==> src/design/sswc_defs.svh <==
`ifndef SSWC_DEFS_SVH
`define SSWC_DEFS_SVH

// ----------------------------------------
// Timing
// ----------------------------------------
// Standby clock rate in hertz.
`define SSWC_CLK_HZ 20000000
// Power switch hold time, in seconds, that turns a press into a forced off.
`define SSWC_LONG_PRESS_S 4

// ----------------------------------------
// Register map
// ----------------------------------------
// Byte address width of the register port.
`define SSWC_AXI_AW 4
`define SSWC_ADDR_CTRL 4'h0
`define SSWC_ADDR_SLEEP 4'h4
`define SSWC_ADDR_STATUS 4'h8

// Control register width, reset value and bit positions.
`define SSWC_CTRL_W 4
`define SSWC_CTRL_RST 4'h0
`define SSWC_CTRL_S5_WAKE 0
`define SSWC_CTRL_PCI_WAKE 1
`define SSWC_CTRL_RING_UNMASK 2
`define SSWC_CTRL_SLEEP_S3 3

// Sleep command codes in bits 1:0 of the sleep register.
`define SSWC_SLP_S1 2'h0
`define SSWC_SLP_S3 2'h1
`define SSWC_SLP_S4 2'h2

// Status register field positions.
`define SSWC_STAT_ST_W 3
`define SSWC_STAT_SRC_LSB 8
`define SSWC_STAT_PME_BIT 14
`define SSWC_STAT_WAKE_BIT 16

// Bus answers.
`define SSWC_RESP_OKAY 2'h0
`define SSWC_RESP_SLVERR 2'h2

// Restore policy codes on the stored configuration pins.
`define SSWC_POL_LAST 2'h0
`define SSWC_POL_OFF 2'h1
`define SSWC_POL_ON 2'h2

`endif

==> src/design/sswc_pkg.sv <==
package sswc_pkg;

  // ----------------------------------------
  // Types
  // ----------------------------------------
  // System states, Gray coded along off, on, light sleep, suspend, hibernate.
  typedef enum logic [2:0] {
    SSWC_S5 = 3'h0,
    SSWC_S0 = 3'h1,
    SSWC_S1 = 3'h3,
    SSWC_S3 = 3'h2,
    SSWC_S4 = 3'h6
  } sswc_state_type;

  // Register select produced by the address decoder.
  typedef enum logic [1:0] {
    SSWC_SEL_CTRL = 2'h0,
    SSWC_SEL_SLEEP = 2'h1,
    SSWC_SEL_STATUS = 2'h2,
    SSWC_SEL_NONE = 2'h3
  } sswc_sel_type;

  // Active-high wake sources other than the PCI event line.
  typedef struct packed {
    logic kbd;
    logic usb;
    logic ring;
    logic lan;
    logic rtc;
    logic pwr_btn;
  } sswc_wake_type;

  // Board power controls.
  typedef struct packed {
    logic ps_on;
    logic fan_on;
    logic led_green;
    logic led_amber;
    logic led_single;
    logic mem_hold;
    logic standby_only;
    logic last_on;
    logic cold_boot;
    logic warm_resume;
  } sswc_pwr_type;

endpackage

==> src/design/sswc_sync.sv <==
`timescale 1ns/1ps
`default_nettype none

// ----------------------------------------
// Two-stage level synchroniser
// ----------------------------------------
module sswc_sync #(
  parameter int W = 7
) (
  // Clock and reset.
  input wire logic core_clk,
  input wire logic srst,
  // Raw levels and their synchronised copies.
  input wire logic [W-1:0] d,
  output logic [W-1:0] q
);

  // The first stage may go metastable, so only the second stage reads it.
  typedef struct packed {
    logic [W-1:0] meta;
    logic [W-1:0] stab;
  } sswc_sync_state_type;

  sswc_sync_state_type r;
  sswc_sync_state_type next_r;

  // Shift the levels one stage per edge.
  always_comb begin
    next_r = r;
    next_r.meta = d;
    next_r.stab = r.meta;
  end

  // Register the state.
  always_ff @(posedge core_clk) begin
    if (srst) begin
      r <= '0;
    end else begin
      r <= next_r;
    end
  end

  assign q = r.stab;

endmodule

`default_nettype wire

==> src/design/sswc_press_timer.sv <==
`timescale 1ns/1ps
`default_nettype none

// ----------------------------------------
// Power switch press timer
// ----------------------------------------
module sswc_press_timer #(
  parameter int unsigned LONG_CYC = 80000000
) (
  // Clock and reset.
  input wire logic core_clk,
  input wire logic srst,
  // Synchronised switch level, high while pressed.
  input wire logic btn,
  // One-cycle results of a press.
  output logic short_press,
  output logic long_press
);

  localparam int CW = $clog2(LONG_CYC + 1);

  // Hold counter, a flag that the long result was already given, and pulses.
  typedef struct packed {
    logic [CW-1:0] cnt;
    logic held_long;
    logic short_p;
    logic long_p;
  } sswc_press_state_type;

  sswc_press_state_type r;
  sswc_press_state_type next_r;

  // A long result fires while the switch is still held, so the forced off
  // does not wait for release; the release after it gives nothing more.
  always_comb begin
    next_r = r;
    next_r.short_p = 1'b0;
    next_r.long_p = 1'b0;
    if (btn) begin
      if (!r.held_long) begin
        if (r.cnt == CW'(LONG_CYC - 1)) begin
          next_r.long_p = 1'b1;
          next_r.held_long = 1'b1;
        end else begin
          next_r.cnt = CW'(r.cnt + 1'b1);
        end
      end
    end else begin
      // Release of a press that never reached the long mark.
      next_r.short_p = (r.cnt != '0) && !r.held_long;
      next_r.cnt = '0;
      next_r.held_long = 1'b0;
    end
  end

  // Register the state.
  always_ff @(posedge core_clk) begin
    if (srst) begin
      r <= '0;
    end else begin
      r <= next_r;
    end
  end

  assign short_press = r.short_p;
  assign long_press = r.long_p;

endmodule

`default_nettype wire

==> src/design/sswc_top.sv <==
`timescale 1ns/1ps
`default_nettype none
`include "sswc_defs.svh"

// How it works
// - Switch or alarm wakes any sleep state.
// - Modem wake only from S1 or S3.
// - S5 network and PCI wake need option.
// - PCI event with enable wakes sleep.
// - USB activity wakes only S1, S3.
// - Keyboard or mouse wakes only S1, S3.
// - Modem ring resumes from S1 or S3.
// - Network wake signal powers system up.
// - Fans on in S0, S1 only.
// - Restore prior on or off after loss.
// - Only wake logic powered in S3-S5.
// - S3 keeps context in main memory.
// - Leaving S5 always cold boots.
// - S3: supply off, amber or dark LED.
// - Short press toggles on and sleep.
// - Long press forces soft off.
module sswc_top #(
  parameter int unsigned LONG_PRESS_CYC = `SSWC_LONG_PRESS_S * `SSWC_CLK_HZ
) (
  // Clock and reset.
  input wire logic core_clk,
  input wire logic srst,
  // AXI4-Lite write channels.
  input wire logic s_axi_awvalid,
  output logic s_axi_awready,
  input wire logic [`SSWC_AXI_AW-1:0] s_axi_awaddr,
  input wire logic s_axi_wvalid,
  output logic s_axi_wready,
  input wire logic [31:0] s_axi_wdata,
  input wire logic [3:0] s_axi_wstrb,
  output logic s_axi_bvalid,
  input wire logic s_axi_bready,
  output logic [1:0] s_axi_bresp,
  // AXI4-Lite read channels.
  input wire logic s_axi_arvalid,
  output logic s_axi_arready,
  input wire logic [`SSWC_AXI_AW-1:0] s_axi_araddr,
  output logic s_axi_rvalid,
  input wire logic s_axi_rready,
  output logic [31:0] s_axi_rdata,
  output logic [1:0] s_axi_rresp,
  // Wake sources.
  input wire sswc_pkg::sswc_wake_type wake_src,
  input wire logic pci_pme_n,
  // Stored restore policy and last power state.
  input wire logic [1:0] cfg_policy,
  input wire logic cfg_last_on,
  // Board power controls.
  output var sswc_pkg::sswc_pwr_type pwr
);
  import sswc_pkg::*;

  // ----------------------------------------
  // State
  // ----------------------------------------
  // Everything this module remembers outside the synchroniser and press timer, bus slave included.
  typedef struct packed {
    sswc_state_type st;
    logic restore;
    logic wake;
    logic [`SSWC_CTRL_W-1:0] ctrl;
    sswc_pwr_type pwr;
    logic aw_rdy;
    logic aw_held;
    logic [`SSWC_AXI_AW-1:0] aw_addr;
    logic w_rdy;
    logic w_held;
    logic [31:0] w_data;
    logic [3:0] w_strb;
    logic bvalid;
    logic [1:0] bresp;
    logic ar_rdy;
    logic rvalid;
    logic [31:0] rdata;
    logic [1:0] rresp;
  } sswc_top_state_type;

  sswc_top_state_type r;
  sswc_top_state_type next_r;

  sswc_wake_type src_s; // Synchronised wake sources.
  logic pme_s; // Synchronised PCI event, active high.
  logic short_p; // Short press pulse.
  logic long_p; // Long press pulse.
  logic sleep_go; // A sleep command was written this cycle.
  logic light; // Current state is S1 or S3.

  // ----------------------------------------
  // Input conditioning
  // ----------------------------------------
  // The PCI event line is inverted ahead of the first stage, never after it.
  sswc_sync #(
    .W($bits(sswc_wake_type) + 1)
  ) u_sync (
    .core_clk(core_clk),
    .srst(srst),
    .d({~pci_pme_n, wake_src}),
    .q({pme_s, src_s})
  );

  // Press length decides between toggling and forcing off.
  sswc_press_timer #(
    .LONG_CYC(LONG_PRESS_CYC)
  ) u_press (
    .core_clk(core_clk),
    .srst(srst),
    .btn(src_s.pwr_btn),
    .short_press(short_p),
    .long_press(long_p)
  );

  // ----------------------------------------
  // Decoders
  // ----------------------------------------
  // Map a byte address to a register.
  function automatic sswc_sel_type reg_sel(input logic [`SSWC_AXI_AW-1:0] a);
    case (a)
      `SSWC_ADDR_CTRL: reg_sel = SSWC_SEL_CTRL;
      `SSWC_ADDR_SLEEP: reg_sel = SSWC_SEL_SLEEP;
      `SSWC_ADDR_STATUS: reg_sel = SSWC_SEL_STATUS;
      default: reg_sel = SSWC_SEL_NONE;
    endcase
  endfunction

  // Wake matrix: which source may leave which state. The switch is not
  // here; its press length is judged by the timer first.
  function automatic logic wake_ok(input sswc_state_type st,
                                   input logic [`SSWC_CTRL_W-1:0] c,
                                   input sswc_wake_type s,
                                   input logic pme);
    logic lt;
    logic deep;
    lt = (st == SSWC_S1) || (st == SSWC_S3);
    deep = lt || (st == SSWC_S4) || ((st == SSWC_S5) && c[`SSWC_CTRL_S5_WAKE]);
    wake_ok = (s.rtc && (st != SSWC_S0))
            | (s.lan && deep)
            | (pme && c[`SSWC_CTRL_PCI_WAKE] && deep)
            | (s.ring && lt && c[`SSWC_CTRL_RING_UNMASK])
            | (s.usb && lt)
            | (s.kbd && lt);
  endfunction

  assign light = (r.st == SSWC_S1) || (r.st == SSWC_S3);

  // ----------------------------------------
  // Next state
  // ----------------------------------------
  // Bus slave, wake request, state machine and power outputs in one pass.
  always_comb begin
    next_r = r;
    sleep_go = 1'b0;
    next_r.pwr.cold_boot = 1'b0;
    next_r.pwr.warm_resume = 1'b0;

    // Address and data are taken in either order and held until both exist.
    if (s_axi_awvalid && r.aw_rdy) begin
      next_r.aw_held = 1'b1;
      next_r.aw_addr = s_axi_awaddr;
    end
    if (s_axi_wvalid && r.w_rdy) begin
      next_r.w_held = 1'b1;
      next_r.w_data = s_axi_wdata;
      next_r.w_strb = s_axi_wstrb;
    end
    if (r.bvalid && s_axi_bready) begin
      next_r.bvalid = 1'b0;
    end
    // A write completes only once the previous answer has been taken.
    if (r.aw_held && r.w_held && !r.bvalid) begin
      next_r.aw_held = 1'b0;
      next_r.w_held = 1'b0;
      next_r.bvalid = 1'b1;
      next_r.bresp = `SSWC_RESP_OKAY;
      case (reg_sel(r.aw_addr))
        SSWC_SEL_CTRL: begin
          if (r.w_strb[0]) begin
            next_r.ctrl = r.w_data[`SSWC_CTRL_W-1:0];
          end
        end
        SSWC_SEL_SLEEP: begin
          sleep_go = r.w_strb[0];
        end
        SSWC_SEL_STATUS: begin
          // Read-only; the write is accepted and dropped.
        end
        default: begin
          next_r.bresp = `SSWC_RESP_SLVERR;
        end
      endcase
    end
    next_r.aw_rdy = !next_r.aw_held;
    next_r.w_rdy = !next_r.w_held;

    // Reads answer one cycle after the address is taken.
    if (r.rvalid && s_axi_rready) begin
      next_r.rvalid = 1'b0;
    end
    if (s_axi_arvalid && r.ar_rdy) begin
      next_r.rvalid = 1'b1;
      next_r.rresp = `SSWC_RESP_OKAY;
      next_r.rdata = '0;
      case (reg_sel(s_axi_araddr))
        SSWC_SEL_CTRL: begin
          next_r.rdata[`SSWC_CTRL_W-1:0] = r.ctrl;
        end
        SSWC_SEL_SLEEP: begin
          // Command register reads as zero.
        end
        SSWC_SEL_STATUS: begin
          next_r.rdata[`SSWC_STAT_ST_W-1:0] = r.st;
          next_r.rdata[`SSWC_STAT_SRC_LSB +: $bits(sswc_wake_type)] = src_s;
          next_r.rdata[`SSWC_STAT_PME_BIT] = pme_s;
          next_r.rdata[`SSWC_STAT_WAKE_BIT] = r.wake;
        end
        default: begin
          next_r.rresp = `SSWC_RESP_SLVERR;
        end
      endcase
    end
    next_r.ar_rdy = !next_r.rvalid;

    // One registered request keeps the state machine off raw pin timing.
    next_r.wake = wake_ok(r.st, r.ctrl, src_s, pme_s);

    // The first cycle after reset applies the stored restore policy.
    if (r.restore) begin
      next_r.restore = 1'b0;
      if ((cfg_policy == `SSWC_POL_ON) ||
          ((cfg_policy != `SSWC_POL_OFF) && cfg_last_on)) begin
        next_r.st = SSWC_S0;
      end
    end else if (long_p && (r.st != SSWC_S5)) begin
      next_r.st = SSWC_S5;
    end else if (short_p) begin
      case (r.st)
        SSWC_S5: next_r.st = SSWC_S0;
        SSWC_S0: next_r.st = r.ctrl[`SSWC_CTRL_SLEEP_S3] ? SSWC_S3 : SSWC_S1;
        default: next_r.st = SSWC_S0;
      endcase
    end else if (r.wake && (r.st != SSWC_S0)) begin
      next_r.st = SSWC_S0;
    end else if (sleep_go && (r.st == SSWC_S0)) begin
      case (r.w_data[1:0])
        `SSWC_SLP_S1: next_r.st = SSWC_S1;
        `SSWC_SLP_S3: next_r.st = SSWC_S3;
        `SSWC_SLP_S4: next_r.st = SSWC_S4;
        default: next_r.st = SSWC_S5;
      endcase
    end

    // Outputs follow the new state, so they line up with it cycle for cycle.
    next_r.pwr.ps_on = (next_r.st == SSWC_S0) || (next_r.st == SSWC_S1);
    next_r.pwr.fan_on = (next_r.st == SSWC_S0) || (next_r.st == SSWC_S1);
    next_r.pwr.led_green = (next_r.st == SSWC_S0) || (next_r.st == SSWC_S1);
    next_r.pwr.led_amber = (next_r.st == SSWC_S3);
    next_r.pwr.led_single = (next_r.st == SSWC_S0) || (next_r.st == SSWC_S1);
    next_r.pwr.mem_hold = (next_r.st == SSWC_S3);
    next_r.pwr.standby_only = !next_r.pwr.ps_on;
    next_r.pwr.last_on = next_r.st inside {SSWC_S0, SSWC_S1, SSWC_S3};
    if (next_r.st == SSWC_S0) begin
      // Disk and soft-off exits rebuild everything; S1 and S3 pick up context.
      next_r.pwr.cold_boot = r.st inside {SSWC_S4, SSWC_S5};
      next_r.pwr.warm_resume = r.st inside {SSWC_S1, SSWC_S3};
    end
  end

  // ----------------------------------------
  // Registers
  // ----------------------------------------
  // Synchronous reset lands in soft off with the restore step pending.
  always_ff @(posedge core_clk) begin
    if (srst) begin
      r <= '0;
      r.st <= SSWC_S5;
      r.restore <= 1'b1;
      r.ctrl <= `SSWC_CTRL_RST;
    end else begin
      r <= next_r;
    end
  end

  assign s_axi_awready = r.aw_rdy;
  assign s_axi_wready = r.w_rdy;
  assign s_axi_bvalid = r.bvalid;
  assign s_axi_bresp = r.bresp;
  assign s_axi_arready = r.ar_rdy;
  assign s_axi_rvalid = r.rvalid;
  assign s_axi_rdata = r.rdata;
  assign s_axi_rresp = r.rresp;
  assign pwr = r.pwr;

  localparam sswc_wake_type RING_ONLY = '{ring: 1'b1, default: 1'b0};
  localparam sswc_wake_type LAN_ONLY = '{lan: 1'b1, default: 1'b0};
  localparam sswc_wake_type USB_ONLY = '{usb: 1'b1, default: 1'b0};
endmodule

`default_nettype wire

==> config.mk <==
export PLATFORM = sky130hd
export DESIGN_NAME = sswc_top
export DESIGN_NICKNAME = d
export VERILOG_FILES = /design/src/design/sswc_pkg.sv /design/src/design/sswc_sync.sv /design/src/design/sswc_press_timer.sv /design/src/design/sswc_top.sv
export VERILOG_INCLUDE_DIRS = /design/src /design/src/design
export SDC_FILE = /design/constraint.sdc
export NUM_CORES = 1
export LEC_CHECK = 0
export ABC_AREA = 1
export BUFFER_PORTS_ARGS = -buffer_cell sky130_fd_sc_hd__buf_2
export CAP_MARGIN = 5
export CORE_ASPECT_RATIO = 0.6
export CORE_UTILIZATION = 38
export DETAILED_ROUTE_END_ITERATION = 8
export GPL_TIMING_DRIVEN = 0
export PLACE_DENSITY = 0.57
export RECOVER_POWER = 25
export SLEW_MARGIN = 30
export SYNTH_ARGS = -nofsm -noshare
export SYNTH_HDL_FRONTEND = slang
export SYNTH_HIERARCHICAL = 1
export SYNTH_SLANG_ARGS = --single-unit
==> constraint.sdc <==
create_clock -name core_clk -period 3.86 [get_ports core_clk]
set_clock_uncertainty 0.05 [all_clocks]
set_input_delay 0.579 -clock core_clk [delete_from_list [all_inputs] [get_ports core_clk]]
set_output_delay 0.579 -clock core_clk [all_outputs]
set_load 0.03 [all_outputs]
# After elaboration in Yosys (flattened, before gate mapping)
# Cells that the tools add are included.
[totals]
inputBits = 61
register_bits = 122
word_cells = 149
output_inout_bits = 51
[op_classes]
n_reduce_logical = 52
eq_ne = 21
bitwise = 10
mux = 36
n_addsub = 1
[op_table]
columns = ["operator", "n"]
rows = [
  ["2-to-1 mux 99 bit", 1],
  ["2-to-1 mux 37 bit", 1],
  ["2-to-1 mux 35 bit", 1],
  ["adder 27 x 1 -> 27 bit (second input constant)", 1],
  ["== test 27 bit (second input constant)", 1],
  ["nonzero test 27 bit", 1],
  ["logical AND 1 bit", 21],
  ["2-to-1 mux 3 bit", 7],
  ["== test 3 x 2 -> 1 bit (second input constant)", 4],
  ["2-to-1 mux 2 bit", 6],
  ["2-to-1 mux 4 bit", 3],
  ["case mux 2 bit (3 select lines)", 2],
  ["2-to-1 mux 1 bit", 11],
  ["case mux 3 bit (3 select lines)", 1],
  ["OR reduction 3 bit", 3],
  ["== test 2 bit (second input constant)", 4],
  ["== test 4 x 3 -> 1 bit (second input constant)", 2],
  ["== test 4 bit (second input constant)", 2],
  ["zero test 4 bit", 2],
  ["2-to-1 mux 7 bit", 1],
  ["== test 2 x 1 -> 1 bit (second input constant)", 3],
  ["== test 3 x 1 -> 1 bit (second input constant)", 2],
  ["zero test 1 bit", 6],
  ["zero test 2 bit", 3],
  ["14 further kinds", 31],
]

# Longest topological paths before layout
# Gate-level depths: netlist of run 1.
[logic_depth]
depth_word = 16
ltp_mapped = 12
ltp_nobuf = 12

# Cells and area by module
# Netlist of run 1, hierarchy kept.
[modules_own_cells]
columns = ["module", "cells_each", "area_per_inst_um2", "seq_area_each_um2", "n_inst"]
rows = [
  ["sswc_top", 291, 2167.1, 900.9, 1],
  ["sswc_press_timer", 314, 1916.8, 600.6, 1],
  ["sswc_sync", 43, 396.6, 280.3, 1],
]

# Worst setup path after synthesis of run 1
# Ideal clock, no wire load.
[synth_path]
path_type = "reg2reg"
start = "register u_press/r[3] in the netlist's numbering"
end = "register u_press/r[21] in the netlist's numbering"
t_arrival_ps = 1423
path_slack_ps = 2259
synth_period_minus_slack_ps = 1601
t_required_ps = 3682
setup_ps = 128
path_buffers = 1
path_stages_with_launch = 12
cell_sequence = "dfxtp_1 > ha_1 > inv_1 > nor2_4 > nand2_4 > nor2_4 > nand2_2 > buf_2 > nand3_1 > nand2_1 > nand2_1 > nor2_1"
[synth_between]
elab_chain_cells = 3
word_cells_on_any_way = 4
cone_classes = "add/sub: 1; eq/ne: 1; bitwise: 1; reduce/logical: 1"
[synth_lines]
columns = ["item", "line", "text"]
rows = [
  ["start: declaration", "sswc_press_timer.sv:30", "sswc_press_state_type r;"],
  ["start signal: assignment", "sswc_press_timer.sv:61", "r <= next_r;"],
  ["branches (longest 3 deep; another with adder 27 x 1 -> 27 bit)", "--", ""],
]
# Parallel ways; which one is timed is not known.
# A chain may end at the register's enable or synchronous reset.

# Final worst setup path of run 1
[layout_path]
start = "register u_press/r[3] in the netlist's numbering"
end = "register u_press/r[24] in the netlist's numbering"
# The elaborated chain is that of the path after synthesis.

==> impl_results.md, run 1 <==
- Site row count: 30
- DR WL/cell: 11.87 um
- Fmax: 520.4 MHz
- Ant. Diodes: 0
- Least-Margin Pin Slew: 0.5749 ns
- DIE AREA: 12240 sq um
- Fraction of layout cells with a size suffix above 1: 0.1965
- Vias in the first global route: 3497
- First-pass GRT wire length: 17.21 mm
- Starting Density: 0.3939
- Initial antenna violation count: 0
- Post-route DRC violation count: 0
- Nets: 801
- Final Power: 2059 uW
- CP max stage delay: 0.34 ns
- Routability Congestion: 0.8968
- Port bufs: 58
- Number of cells on the critical path: 9
- Minimum hold slack: 0.3526 ns
- Yosys top cell by area: dfxtp_1
- Logic pwr share: 0.092
- Synth top area cells: dfxtp_1 40%, nand2_1 13%, nor2_1 8.3%
- Detail Placement HPWL: 8.454 mm
- Hold Path Class: reg2reg
- Status: completed
- Cell Chain, Critical Path: ha_1 > inv_1 > nor2_4 > nand2_4 > nor2_4 > a21oi_2 > buf_2 > a21oi_1 > nor2_1
- Period utilization: 0.4978
- Most used DFF post-synth: dfxtp_1
- Via Count: 4069
- Iteration-0 DRC Markers: 308
- Yosys reg bits: 89
- Buffers & Inverters on Critical Path: 2
- Clock share of power: 0.442
- Final setup vio count: 0
- Synth top area share: 0.3977
- Sequential area share after synthesis: 0.3977
- Yosys warns: 6
- Final min period: 1.922 ns
- CTS tree: done
- CTS resizes: 0
- Psw: 532.3 uW
- Clk Latency, worst-skew pair: 0.34 ns
- Crit path kind: reg2reg
- Layout area overhead: 19.27%
- CP startpoint: u_press/r[3]
- Post-Layout Inst Area: 5344 sq um
- Final WL: 10.72 mm
- Relative slew margins: 0.6168
- Crit start category: flop
- Synth Cell Area: 4481 sq um
- Post-route ant nets: 0
- Vias/cell: 4.506
- Number of synthesized flops with an enable pin: 0
- Slowest cell on the critical path: dfxtp_1
- Global route total overflow: 0
- Asr flop ratio synth: 0
- Clk slew on worst S/H paths: 0.07 ns
- Die Y: 86.11 um
- Max Root-Sink Buffers: 2
- Area of placed instances: 5050 sq um
- Fin. Hold Viols: 0
- Core footprint: 11370 sq um
- Min-delay src: u_sync/next_r[3]
- Syn Inst Count: 648
- Setup tns final: 0 ns
- Sinks on the clock net: 89
- Peak supply drop: 0.2115 mV
- Seq pwr share: 0.466
- Htree depth: 3
- Unrepaired setup endpoints after global routing: false
- CTS Hold Bufs: 0
- Leakage power: 0.002380 uW
- Worst endpoint required time: 4.09 ns
- Synth cell types: 32
- IO Pins: 112
- Mean Syn Cell Area: 6.914 sq um
- Most frequent CP cell: nor2_4
- Internal: 1526 uW
- Power per Cell Area: 385.2 nW/um^2
- CP Capture Type: flop
- CP max FO: 10
- Chip Width: 142.2 um
- Worst EP arrival: 2.15 ns
- FF-to-FF path depth: 9
- Worst hold path cell count: 2
- Largest net degree at the start of global routing: 18
- Post-CTS Setup Repair Bufs: 0
- Worst R2R Start: u_press/r[3]
- Max-slew violations: 0
- CTS Buf Count: 9
- Drt first pass iters: 5
- GRT Total Usage: 0.1832
- MaxCap Viol Count: 0
- Root Buffer: clkbuf_16
- Cell family with most CP delay: buffers and inverters
- Sw frac: 0.2586
## kinds of logic after synthesis
group	share of synthesized area
simple gates	0.3192
xor+xnor	0.02737
compound gates	0.08769
flops	0.3977
fa+ha+maj	0.005584
other cells	0.0008370
buf+inv	0.1617
## sequential cells by signal (all words and copies together) (netlist names)
register and count:
s_axi_wready 1, r 20, s_axi_rresp 1, pwr 6
s_axi_arready 1, u_sync/q 7, s_axi_awready 1, u_press/short_press 1
u_press/long_press 1, u_press/r 28, s_axi_bvalid 1, s_axi_bresp 1
u_sync/next_r 7, s_axi_rdata 12, s_axi_rvalid 1
## final timing paths
| check | end | slack [ns] |
|---|---|---|
| worst min register to register | u_sync/q[3] | 0.35 |
| worst max register to register | u_press/r[24] | 1.94 |
| worst min-delay path | u_sync/q[3] | 0.35 |
| worst max-delay path | u_press/r[24] | 1.94 |
## power groups by stage
stage | clock network, uW | registers [uW] | logic (uW)
2_1_floorplan | 0 | 984 | 138
3_3_place_gp | 0 | 979 | 188
3_5_place_dp | 0 | 980 | 191
4_1_cts | 940 | 959 | 191
5_1_grt | 983 | 961 | 211
6_report | 910 | 959 | 189
## cell usage in the layout, fill, tap and decap left out
cell,count
o22ai_1,3
nor4_1,3
xnor2_1,5
ha_1,2
xor2_1,9
nand3_1,31
inv_8,2
nor2_4,6
nor2_2,1
nand3b_1,2
buf_2,60
buf_1,1
clkbuf_16,9
a21oi_1,44
buf_4,46
buf_6,2
nor2_1,99
nand2_4,2
or2_2,1
nand3_2,2
clkbuf_1,9
nor3_1,7
inv_1,78
a31oi_1,3
a21oi_2,1
nand2_1,156
bufinv_16,1
a211o_1,1
dfxtp_1,89
clkinvlp_4,2
o211ai_1,1
nand4_1,10
inv_6,2
conb_1,22
nand2_2,7
nor3_2,2
o21ai_0,22
## synthesized netlist by cell type (3+ instances only)
master,number
buf_4,46
buf_2,3
o21ai_0,22
buf_6,4
nor2_1,99
clkbuf_1,6
dfxtp_1,89
nor4_1,3
nor3_1,7
xnor2_1,5
xor2_1,9
nand4_1,10
inv_1,78
nor2_4,6
nand2_1,156
nand2_2,7
nand3_1,31
o22ai_1,3
a21oi_1,44
a31oi_1,3
## metal layers
metal / wire (um) / GRT usage / up-vias
met1: 5895 / 0.2820 / 1784
met2: 3864 / 0.2398 / 140
met4: 82 / 0.05083 / 0
met3: 879 / 0.05248 / 8
li1: - / - / 2137
met5: 0 / 0 / -
## worst min-delay path, cell delays in order, from the launching register on
cell	delay, ns
dfxtp_1	0.30
inv_1	0.04
nor2_1	0.03
## through the flow
stage,setup slack [ns],std cells,util
floorplan,2.259,669,-
detailed placement,1.775,887,0.4440
global placement,1.842,887,0.4440
finish,1.938,903,0.4699
global route,1.789,903,0.4699
CTS,1.965,903,0.4713
## cell type report
| type | instances | area (sq um) |
|---|---|---|
| fill | 1163 | 6030 |
| multi-input combinational | 442 | 2053 |
| sequential | 89 | 1782 |
| buffer | 60 | 416.7 |
| inverter | 78 | 292.8 |
| timing repair buffer | 58 | 289.0 |
| clock buffer | 9 | 225.2 |
| tap | 160 | 200.2 |
| clock inverter | 7 | 85.08 |
Note: power is estimated with default switching activity, not from simulation.
==> run 2: changes to the inputs <==
--- a/config.mk
+++ b/config.mk
@@ -13,7 +13,7 @@
 export CORE_UTILIZATION = 38
 export DETAILED_ROUTE_END_ITERATION = 8
 export GPL_TIMING_DRIVEN = 0
-export PLACE_DENSITY = 0.57
+export PLACE_DENSITY = 0.6
 export RECOVER_POWER = 25
 export SLEW_MARGIN = 30
 export SYNTH_ARGS = -nofsm -noshare
==> constraint.sdc (replaced) <==
create_clock -name core_clk -period 1.7 [get_ports core_clk]
set_clock_uncertainty 0.05 [all_clocks]
set_input_delay 0.255 -clock core_clk [delete_from_list [all_inputs] [get_ports core_clk]]
set_output_delay 0.255 -clock core_clk [all_outputs]
set_load 0.03 [all_outputs]
==> impl_results.md, run 2 (same netlist as run 1, synthesis figures left out) <==
- Worst R2R Start: u_press/r[4] (was u_press/r[3])
- Leakage power: 0.002563 uW (was 0.002380 uW)
- Vias in the first global route: 3619 (was 3497)
- Max-slew violations: 0 (unchanged)
- Commonest non-fill, non-tap cells in the layout: 146 x nand2_1, 91 x nor2_1, 77 x inv_1 (was 156 x nand2_1, 99 x nor2_1, 89 x dfxtp_1)
- Port bufs: 58 (unchanged)
- Area of placed instances: 5050 sq um (unchanged)
- Buffers & Inverters on Critical Path: 2 (unchanged)
- Final min period: 1.667 ns (was 1.922 ns)
- Clk slew on worst S/H paths: 0.06 ns (was 0.07 ns)
- Initial antenna violation count: 0 (unchanged)
- Worst EP arrival: 1.88 ns (was 2.15 ns)
- CP Capture Type: flop (unchanged)
- DR WL/cell: 12.30 um (was 11.87 um)
- Clk Latency, worst-skew pair: 0.33 ns (was 0.34 ns)
- Die Y: 86.11 um (unchanged)
- Worst endpoint required time: 1.91 ns (was 4.09 ns)
- Nets: 810 (was 801)
- FILL cells: 1147 (was 1163)
- Period utilization: 0.9806 (was 0.4978)
- Min setup slack post-route: 0.03304 ns (was 1.938 ns)
- Final setup vio count: 0 (unchanged)
- DIE AREA: 12240 sq um (unchanged)
- Drt first pass iters: 5 (unchanged)
- Fin. Hold Viols: 0 (unchanged)
- Pre-CTS setup slack: -0.2002 ns (was 1.775 ns)
- Least-Margin Pin Slew: 0.5468 ns (was 0.5749 ns)
- CTS Hold Bufs: 0 (unchanged)
- Detail Placement HPWL: 8.283 mm (was 8.454 mm)
- Post-route DRC violation count: 0 (unchanged)
- GRT Total Usage: 0.1850 (was 0.1832)
- Global route total overflow: 0 (unchanged)
- Max Root-Sink Buffers: 2 (unchanged)
- Peak supply drop: 0.5720 mV (was 0.2115 mV)
- Largest net degree at the start of global routing: 16 (was 18)
- Seq. cell area: 1805 sq um (was 1782 sq um)
- Iteration-0 DRC Markers: 430 (was 308)
- CTS Buf Count: 9 (unchanged)
- Relative slew margins: 0.6355 (was 0.6168)
- Core footprint: 11370 sq um (unchanged)
- MaxCap Viol Count: 0 (unchanged)
- Largest reg by FF count: u_press/r (unchanged)
- Root Buffer: clkbuf_16 (unchanged)
- CTS tree: done (unchanged)
- Fmax: 599.9 MHz (was 520.4 MHz)
- Multi-input logic area: 2216 sq um (was 2053 sq um)
- Hold Path Class: in2reg (was reg2reg)
- IO Pins: 112 (unchanged)
- Crit start category: flop (unchanged)
- Most common cell after layout, fill and taps aside: nand2_1 (unchanged)
- Crit path kind: reg2reg (unchanged)
- Routability Congestion: 0.9433 (was 0.8968)
- Final WL: 11.22 mm (was 10.72 mm)
- Chip Width: 142.2 um (unchanged)
- Site row count: 30 (unchanged)
- Min-delay src: wake_src[5] (was u_sync/next_r[3])
- CP max FO: 6 (was 10)
- Status: completed (unchanged)
- Via Count: 4167 (was 4069)
- Setup tns final: 0 ns (unchanged)
- CP startpoint: u_press/r[4] (was u_press/r[3])
- Post-Layout Inst Area: 5654 sq um (was 5344 sq um)
- Starting Density: 0.3939 (unchanged)
- Layout area overhead: 26.19% (was 19.27%)
- Htree depth: 3 (unchanged)
- Power per Cell Area: 818.5 nW/um^2 (was 385.2 nW/um^2)
- Ant. Diodes: 0 (unchanged)
- Unrepaired setup endpoints after global routing: true (was false)
- Cell Chain, Critical Path: ha_4 > inv_4 > nor2_4 > nand2_4 > nor2_4 > nand2_4 > nand2_8 > clkbuf_16 > nand2_2 > a21oi_1 (was ha_1 > inv_1 > nor2_4 > nand2_4 > nor2_4 > a21oi_2 > buf_2 > a21oi_1 > nor2_1)
- Post-route insts no fill: 912 (was 903)
- Post-placement cell count: 887 (unchanged)
- Post-route ant nets: 0 (unchanged)
- Fraction of layout cells with a size suffix above 1: 0.2686 (was 0.1965)
- Largest register FFs: 28 (unchanged)
- Cell family with most CP delay: simple AND/OR/NAND/NOR gates (was buffers and inverters)
- Vias/cell: 4.569 (was 4.506)
- First-pass GRT wire length: 17.81 mm (was 17.21 mm)
- Sinks on the clock net: 89 (unchanged)
- Slowest cell on the critical path: dfxtp_4 (was dfxtp_1)
- CP max stage delay: 0.37 ns (was 0.34 ns)
==> run 2: metal layers <==
layer  wire length [um]  track usage  part of all wire
met5                  0            0                 0
met3               1000      0.03908             0.089
met4                 46      0.03519            0.0041
met1               5816       0.2868              0.52
met2               4356       0.2576              0.39
==> run 2: timing repair <==
item | CTS | global route
gates resized for setup | 14 | 57
gates cloned | 0 | 3
endpoints found under the hold margin | 0 | 0
setup endpoints to repair | 29 | 42
setup buffers | 1 | 5
pin swaps | 2 | 26
==> run 2: stage by stage <==
step / hold WS, ns / utilization / power [uW]
floorplan: 0.2327 / - / 2547
global placement: 0.3462 / 0.4440 / 2651
detailed placement: 0.3437 / 0.4440 / 2657
CTS: 0.06213 / 0.4749 / 4684
global route: 0.08163 / 0.4971 / 4838
finish: 0.06832 / 0.4971 / 4628
==> run 2: power breakdown <==
group / switching [uW] / internal (uW)
Sequential: 33.2 / 2140
Clock: 834 / 1180
Combinational: 284 / 150
==> run 2: layout make-up <==
cell class                 instances  share of cell area
tap                              160             0.03541
clock buffer                      10             0.04227
timing repair buffer              67             0.06882
buffer                            60             0.07856
clock inverter                     6             0.01151
multi-input combinational        442              0.3919
sequential                        89              0.3193
inverter                          78             0.05222
==> run 2: worst reg2reg max path, stage by stage (launching register included) <==
cell       delay, ns
dfxtp_4         0.37
ha_4            0.16
inv_4           0.05
nor2_4          0.14
nand2_4         0.09
nor2_4          0.19
nand2_4         0.11
nand2_8         0.12
clkbuf_16       0.17
nand2_2         0.04
a21oi_1         0.11
==> run 2: path summary, 6_finish.rpt <==
kind	end	slack, ns	depth (start not counted)
min	u_sync/next_r[5]	0.07	3
max	u_press/r[13]	0.03	10
max reg2reg	u_press/r[13]	0.03	10
min reg2reg	u_sync/q[5]	0.35	2
